### src/inc/dbo_regs.vh
// constants for the burst order and extended config word one block
`ifndef DBO_REGS_VH
`define DBO_REGS_VH
// ---------------------------------------------
// config word fields
// ---------------------------------------------
`define DBO_ADDR_W 14
`define DBO_BIT_DLL_OFF 0
`define DBO_BIT_DRIVE 1
`define DBO_BIT_RTT_LO 2
`define DBO_AL_LO 3
`define DBO_AL_HI 5
`define DBO_BIT_RTT_HI 6
`define DBO_CAL_LO 7
`define DBO_CAL_HI 9
`define DBO_BIT_STROBE_N_OFF 10
`define DBO_BIT_XSTROBE 11
`define DBO_BIT_OUT_OFF 12
`define DBO_AL_RESERVED 3'h7
`define DBO_CAL_EXIT 3'h0
`define DBO_CAL_DEFAULT 3'h7
`define DBO_WORD_RESET 14'h0000
// ---------------------------------------------
// command encodings {cs_n, ras_n, cas_n, we_n}
// ---------------------------------------------
`define DBO_CMD_MRS 4'h0
`define DBO_CMD_REF 4'h1
`define DBO_BA_EXT1 2'h1
// ---------------------------------------------
// burst settings
// ---------------------------------------------
`define DBO_BL4 1'h0
`define DBO_BL8 1'h1
`define DBO_SEQ 1'h0
`define DBO_ILV 1'h1
`endif

### src/hw/dbo_sync.v
// two-flop synchroniser for a group of pin levels
`timescale 1ns/10ps
module dbo_sync #(
	parameter W = 1
) (
	input wire i_core_clk,
	input wire i_rst,
	input wire [W-1:0] i_d,
	output reg [W-1:0] o_q
);
	reg [W-1:0] meta;
	always @(posedge i_core_clk) begin
		if (i_rst) begin
			meta <= {W{1'b0}};
			o_q <= {W{1'b0}};
		end else begin
			meta <= i_d;
			o_q <= meta;
		end
	end
endmodule

### src/hw/dbo_order.v
// burst column order generator
`timescale 1ns/10ps
`include "dbo_regs.vh"
module dbo_order (
	input wire i_len8,
	input wire i_ilv,
	input wire [2:0] i_start,
	input wire [2:0] i_beat,
	output wire [2:0] o_col
);
	function [2:0] dbo_next_col;
		input len8;
		input ilv;
		input [2:0] s;
		input [2:0] b;
		reg [1:0] low;
		begin
			low = s[1:0] + b[1:0];
			if (ilv == `DBO_ILV) begin
				dbo_next_col = s ^ b;
			end else begin
				dbo_next_col = {s[2] ^ b[2], low};
			end
			if (len8 == `DBO_BL4) begin
				// bit two passes through unchanged in 4-beat bursts
				dbo_next_col[2] = s[2];
				dbo_next_col[1:0] = (ilv == `DBO_ILV) ?
					(s[1:0] ^ b[1:0]) : low;
			end
		end
	endfunction
	assign o_col = dbo_next_col(i_len8, i_ilv, i_start, i_beat);
endmodule

### src/hw/dbo_top.v
// burst ordering and extended config word one of the memory device
//
`timescale 1ns/10ps
`include "dbo_regs.vh"
module dbo_top (
	input wire i_core_clk,
	input wire i_rst,
	input wire i_link_clk,
	input wire i_cke,
	input wire i_cs_n,
	input wire i_ras_n,
	input wire i_cas_n,
	input wire i_we_n,
	input wire [1:0] i_ba,
	input wire [`DBO_ADDR_W-1:0] i_addr,
	input wire i_burst_start,
	input wire i_len8,
	input wire i_ilv,
	input wire [2:0] i_start_col,
	output reg [2:0] o_col,
	output reg o_col_valid,
	output reg [`DBO_ADDR_W-1:0] o_config_word,
	output reg o_config_loaded,
	output reg o_dll_on,
	output reg o_self_refresh,
	output reg o_drive_reduced,
	output reg [2:0] o_additive_latency,
	output reg o_al_reserved,
	output reg [1:0] o_termination,
	output reg o_strobe_n_off,
	output reg o_extra_read_strobe,
	output reg [2:0] o_driver_calibration_program,
	output reg o_cal_reserved,
	output reg o_outputs_off
);
	// ---------------------------------------------
	// pin synchronisation
	// ---------------------------------------------
	// pins are sampled on link clock rising edges found by the core clock;
	// the pin clock must stay well below half the core rate
	wire [`DBO_ADDR_W+6:0] pins_s;
	wire link_clk_s;
	reg link_clk_d;
	dbo_sync #(.W(1)) u_clk_sync (
		.i_core_clk(i_core_clk),
		.i_rst(i_rst),
		.i_d(i_link_clk),
		.o_q(link_clk_s)
	);
	dbo_sync #(.W(`DBO_ADDR_W+7)) u_pin_sync (
		.i_core_clk(i_core_clk),
		.i_rst(i_rst),
		.i_d({i_cke, i_cs_n, i_ras_n, i_cas_n, i_we_n, i_ba, i_addr}),
		.o_q(pins_s)
	);
	wire cke_s = pins_s[`DBO_ADDR_W+6];
	wire [3:0] cmd_s = pins_s[`DBO_ADDR_W+5:`DBO_ADDR_W+2];
	wire [1:0] ba_s = pins_s[`DBO_ADDR_W+1:`DBO_ADDR_W];
	wire [`DBO_ADDR_W-1:0] addr_s = pins_s[`DBO_ADDR_W-1:0];
	wire link_rise = link_clk_s & ~link_clk_d;
	reg cke_prev;

	// ---------------------------------------------
	// command decode
	// ---------------------------------------------
	wire mrs_ext1 = link_rise & cke_prev & cke_s &
		(cmd_s == `DBO_CMD_MRS) & (ba_s == `DBO_BA_EXT1);
	wire sr_entry = link_rise & cke_prev & ~cke_s &
		(cmd_s == `DBO_CMD_REF);
	wire sr_exit = link_rise & ~cke_prev & cke_s & o_self_refresh;

	// ---------------------------------------------
	// config word and decoded fields
	// ---------------------------------------------
	// bank state is the controller's duty, so no precharge check here
	always @(posedge i_core_clk) begin
		if (i_rst) begin
			link_clk_d <= 1'b0;
			cke_prev <= 1'b0;
			o_config_word <= `DBO_WORD_RESET;
			o_config_loaded <= 1'b0;
			o_self_refresh <= 1'b0;
			o_dll_on <= 1'b0;
			o_drive_reduced <= 1'b0;
			o_additive_latency <= 3'h0;
			o_al_reserved <= 1'b0;
			o_termination <= 2'h0;
			o_strobe_n_off <= 1'b0;
			o_extra_read_strobe <= 1'b0;
			o_driver_calibration_program <= `DBO_CAL_EXIT;
			o_cal_reserved <= 1'b0;
			o_outputs_off <= 1'b0;
		end else begin
			link_clk_d <= link_clk_s;
			if (link_rise) begin
				cke_prev <= cke_s;
			end
			if (mrs_ext1) begin
				o_config_word <= addr_s;
				o_config_loaded <= 1'b1;
				o_dll_on <= ~addr_s[`DBO_BIT_DLL_OFF] &
					~o_self_refresh;
				o_drive_reduced <= addr_s[`DBO_BIT_DRIVE];
				o_additive_latency <=
					addr_s[`DBO_AL_HI:`DBO_AL_LO];
				o_al_reserved <= (addr_s[`DBO_AL_HI:`DBO_AL_LO] ==
					`DBO_AL_RESERVED);
				o_termination <= {addr_s[`DBO_BIT_RTT_HI],
					addr_s[`DBO_BIT_RTT_LO]};
				o_strobe_n_off <= addr_s[`DBO_BIT_STROBE_N_OFF];
				o_extra_read_strobe <= addr_s[`DBO_BIT_XSTROBE];
				o_driver_calibration_program <=
					addr_s[`DBO_CAL_HI:`DBO_CAL_LO];
				o_cal_reserved <= (addr_s[`DBO_CAL_HI:`DBO_CAL_LO] !=
					`DBO_CAL_EXIT) & (addr_s[`DBO_CAL_HI:`DBO_CAL_LO] !=
					`DBO_CAL_DEFAULT);
				o_outputs_off <= addr_s[`DBO_BIT_OUT_OFF];
			end else if (sr_entry) begin
				o_self_refresh <= 1'b1;
				o_dll_on <= 1'b0;
			end else if (sr_exit) begin
				o_self_refresh <= 1'b0;
				o_dll_on <= o_config_loaded &
					~o_config_word[`DBO_BIT_DLL_OFF];
			end
		end
	end

	// ---------------------------------------------
	// burst sequencer
	// ---------------------------------------------
	wire [2:0] col_calc;
	reg [2:0] beat;
	reg [2:0] start_q;
	reg len8_q;
	reg ilv_q;
	reg busy;
	dbo_order u_order (
		.i_len8(len8_q),
		.i_ilv(ilv_q),
		.i_start(start_q),
		.i_beat(beat),
		.o_col(col_calc)
	);
	wire last_beat = (len8_q == `DBO_BL8) ? (beat == 3'h7) :
		(beat == 3'h3);
	always @(posedge i_core_clk) begin
		if (i_rst) begin
			beat <= 3'h0;
			start_q <= 3'h0;
			len8_q <= 1'b0;
			ilv_q <= 1'b0;
			busy <= 1'b0;
			o_col <= 3'h0;
			o_col_valid <= 1'b0;
		end else begin
			o_col_valid <= busy;
			o_col <= col_calc;
			if (i_burst_start) begin
				// a new start cuts any running burst, as seamless bursts do
				start_q <= i_start_col;
				len8_q <= i_len8;
				ilv_q <= i_ilv;
				beat <= 3'h0;
				busy <= 1'b1;
			end else if (busy) begin
				beat <= beat + 3'h1;
				if (last_beat) begin
					busy <= 1'b0;
				end
			end
		end
	end
endmodule

### config.mk
export PLATFORM = sky130hd
export DESIGN_NAME = dbo_top
export DESIGN_NICKNAME = d
export VERILOG_FILES = /design/src/hw/dbo_sync.v /design/src/hw/dbo_order.v /design/src/hw/dbo_top.v
export VERILOG_INCLUDE_DIRS = /design/src /design/src/inc
export SDC_FILE = /design/constraint.sdc
export NUM_CORES = 1
export LEC_CHECK = 0
export ABC_AREA = 1
export BUFFER_PORTS_ARGS = -buffer_cell sky130_fd_sc_hd__buf_2
export CORE_AREA = 2 2 94 96
export CTS_CLUSTER_DIAMETER = 40
export DETAILED_ROUTE_END_ITERATION = 10
export DIE_AREA = 0 0 96 98
export PLACE_DENSITY = 0.63
export REMOVE_ABC_BUFFERS = 1
export SLEW_MARGIN = 20
export SYNTH_ARGS = -nofsm -noshare
export SYNTH_HDL_FRONTEND = slang
export SYNTH_SLANG_ARGS = --single-unit
### constraint.sdc
create_clock -name i_core_clk -period 1.2 [get_ports i_core_clk]
set_clock_uncertainty 0.1 [all_clocks]
set_input_delay 0.24 -clock i_core_clk [delete_from_list [all_inputs] [get_ports i_core_clk]]
set_output_delay 0.24 -clock i_core_clk [all_outputs]
set_load 0.02 [all_outputs]
==> impl_results.md <==
* Critical Path AT at 1.41 ns
* Final worst slack at -0.09158 ns
* Min cycle time layout at 1.292 ns
* Post-DRT Antenna Nets at 0
* P_sw at 1.085 mW
* Post-detail-place hpwl at 3637 um
* Endpoints failing hold at 0
* Max Cap Viol at 0
* Mapped Cells at 333
* CP max FO at 5
* Worst VDD drop at 667.2 uV
* Gr ovfl total at 0
* Pwr Density at 1420 mW/mm2
* CTS tree: built
* DR pass1 iterations at 5
* Run status: finished with violations
* Residual DRC count at 0
* Fillers at 811
* P_int at 4.410 mW
* Via count at 2,185
* IO buf count at 64
* Hold Crit Class: in2reg
* Num CTS Buffers at 9
* Clock share of power at 0.451
* GPL Wtd Cong at 0.8000
* Initial antenna violation count at 0
* GRT Total Usage at 0.1279
* Die width at 96 um
* Core Footprint at 0.008466 mm2
* FF+latch area at 0.001605 mm2
* Share of post-route cells with drive strength above 1 at 0.3381
* Reg2Reg Depth at 7
* Synth unique cells at 26
* Vias in the first global route at 2,091
* Net Sw Frac at 0.1975
* Routed wire length at 5556 um
* Syn. warnings at 0
* R2R Path Start: u_pin_sync.o_q[16]$_SDFF_PP0_
* Yosys reg bits at 78
* Die height at 98 um
* Netlist area before placement at 0.002729 mm2
* WL per Instance at 10.46 um
* Area of the multi-input gates at 784.5 um2
* Comb pwr share at 0.056
* Placed cell count at 490
* Critical path startpoint category: flip-flop
* Most used DFF post-synth: dfxtp_1
* First-pass GRT wire length at 9266 um
* Failing checks: negative setup slack
* Nets at 450
* Number of flops mapped to enable cells by yosys at 0
* Worst slew pin tran at 0.2756 ns
* Slew margin rel. at 0.8163
* Crit path capture: o_al_reserved$_SDFFE_PP0P_
* CP endpoint kind: flip-flop
* Critical Path RT at 1.32 ns
* H-tree Lvls at 3
* Leak pwr at 1.760 nW
* RSZ-0062 raised after global routing: true
* Post-synth ARST share at 0
* Fin. max-slew vios at 0
* Setup violators final at 17
* R2R Setup Slk at -0.09 ns
* Largest net degree at the start of global routing at 29
* Finished Layout Cells at 531
* Boundary Pins at 65
* Crit Path Class: reg2reg
* Achievable Freq at 0.7742 GHz
* Antenna cells at 0
* Synth Area per Inst at 8.195 um2
* Rows at 34
* Initial core utilization at 0.3223
* Via/cell ratio at 4.115
* CTS root buf: clkbuf_8
* Hold Worst Slack at 0.01656 ns
* Seq/Total Area, Yosys at 0.5722
* Reg2reg end: o_al_reserved$_SDFFE_PP0P_
* CTS Sinks at 78
* Worst setup path startpoint: u_pin_sync.o_q[16]$_SDFF_PP0_
* Die area at 0.009408 mm2
* Area Growth Syn to Fin at 41.86%
* Maximum clock path buffer count at 2
* Final Cycle Share at 1.076
* DRT iter0 DRCs at 76
* Sequential share of power at 0.492
* Clk_lat worst skew at 0.34 ns
* Clk slew on worst S/H paths at 0.08 ns
==> through the flow <==
| stage | setup TNS (ns) | cell area, um2 | utilization | worst slack [ns] | power, mW |
|---|---|---|---|---|---|
| 6_report | -0.7086 | 3871 | 0.4573 | -0.09158 | 5.495 |
| 3_3_place_gp | -0.4783 | 3113 | 0.3677 | -0.07802 | 3.028 |
| 4_1_cts | -0.8043 | 3707 | 0.4379 | -0.09599 | 5.577 |
| 3_5_place_dp | -0.9779 | 3113 | 0.3677 | -0.1250 | 3.037 |
| 2_1_floorplan | -0.01843 | 2585 | - | -0.01843 | 2.900 |
| 5_1_grt | -2.494 | 3871 | 0.4573 | -0.1952 | 5.732 |
==> synth_stat cells, types with 2 or more instances <==
master,number,area share
nor2_1,54,0.074
nand2_1,22,0.030
buf_1,5,0.0069
dfxtp_1,78,0.57
nor3_1,4,0.0073
o21ai_1,6,0.011
nand3_1,10,0.018
o21ai_0,16,0.029
buf_4,12,0.033
or2_2,2,0.0046
nor2_2,2,0.0046
buf_2,4,0.0073
ha_1,2,0.0092
nand4_1,3,0.0069
a21oi_1,22,0.040
inv_1,81,0.11
==> placed cells by master (no fill, tap or decap), types with 5 or more instances in the layout <==
cell / instances
nand3_1: 8
buf_4: 25
nor2_1: 51
dfxtp_1: 55
buf_2: 32
clkbuf_8: 9
buf_6: 21
nand2_1: 18
inv_2: 5
inv_1: 76
o21ai_1: 8
o21ai_0: 14
dfxtp_4: 6
a21oi_1: 21
dfxtp_2: 17
dlygate4sd3_1: 15
==> power by group through the flow <==
stage          Sequential [mW]  Combinational [mW]  Clock [mW]
3_3_place_gp              2.77               0.255           0
4_1_cts                   2.72               0.308        2.55
6_report                  2.71               0.310        2.48
2_1_floorplan             2.78               0.121           0
5_1_grt                   2.71               0.358        2.66
3_5_place_dp              2.78               0.261           0
==> worst max-delay path, cell delays in order (launching register included) <==
cell and delay, ns:
dfxtp_2 0.33, inv_2 0.05, nand2_2 0.06, nor2_4 0.20
nand3_4 0.15, buf_4 0.18, nand2_1 0.05, a21oi_1 0.06
==> kinds of logic (layout without fill, tap and decap cells) <==
family          Yosys count  after routing  share of synthesized area
buf+inv                 105            193                     0.1655
compound gates           47             47                    0.09079
flops                    78             78                     0.5722
xor+xnor                  1              1                   0.003210
simple gates            100            102                     0.1591
fa+ha+maj                 2              2                   0.009169
==> how the worst min path moves through the flow <==
stage,startpoint,end,cells after the start
after floorplan,i_rst,cke_prev$_SDFFE_PP0N_,1
after global routing,i_cas_n,u_pin_sync.meta[17]$_SDFF_PP0_,3
after global placement,u_pin_sync.meta[8]$_SDFF_PP0_,u_pin_sync.o_q[8]$_SDFF_PP0_,2
after detailed placement,u_pin_sync.meta[3]$_SDFF_PP0_,u_pin_sync.o_q[3]$_SDFF_PP0_,2
final,i_cas_n,u_pin_sync.meta[17]$_SDFF_PP0_,3
after CTS,i_addr[2],u_pin_sync.meta[2]$_SDFF_PP0_,3
==> layout make-up <==
type | count | area share
Multi-Input combinational cell | 152 | 0.2027
Inverter | 82 | 0.08016
Clock inverter | 6 | 0.03458
Sequential cell | 78 | 0.4147
Clock buffer | 10 | 0.03297
Timing Repair Buffer | 95 | 0.2001
Tap cell | 108 | 0.03491
==> registers in the layout, summed over array words and instances (netlist names) <==
| signal | flops |
|---|---|
| beat | 3 |
| busy | 1 |
| cke_prev | 1 |
| ilv_q | 1 |
| len8_q | 1 |
| link_clk_d | 1 |
| o_al_reserved | 1 |
| o_cal_reserved | 1 |
| o_col | 3 |
| o_col_valid | 1 |
| o_config_loaded | 1 |
| o_config_word | 14 |
| o_dll_on | 1 |
| o_self_refresh | 1 |
| start_q | 3 |
| u_clk_sync.meta | 1 |
| u_clk_sync.o_q | 1 |
| u_pin_sync.meta | 21 |
| u_pin_sync.o_q | 21 |
==> routing by layer <==
layer  part of all wire  vias up  track usage  wire [um]
li1                   -     1157            -          -
met1               0.41      966       0.1359       2287
met2               0.52       48       0.2212       2898
met3              0.036       14      0.03086        198
met4              0.031        0      0.08132        172
met5                  0        -            0          0
==> what timing repair did <==
| action | in CTS | in global routing |
|---|---|---|
| hold endpoints to repair | 15 | 0 |
| hold buffers | 15 | 0 |
| gates resized for setup | 57 | 46 |
| pin swaps | 8 | 4 |
| gates cloned | 2 | 0 |
| buffers inserted | 4 | 4 |
| endpoints found under the setup margin | 45 | 46 |
Power figures use the tool's default switching activity.
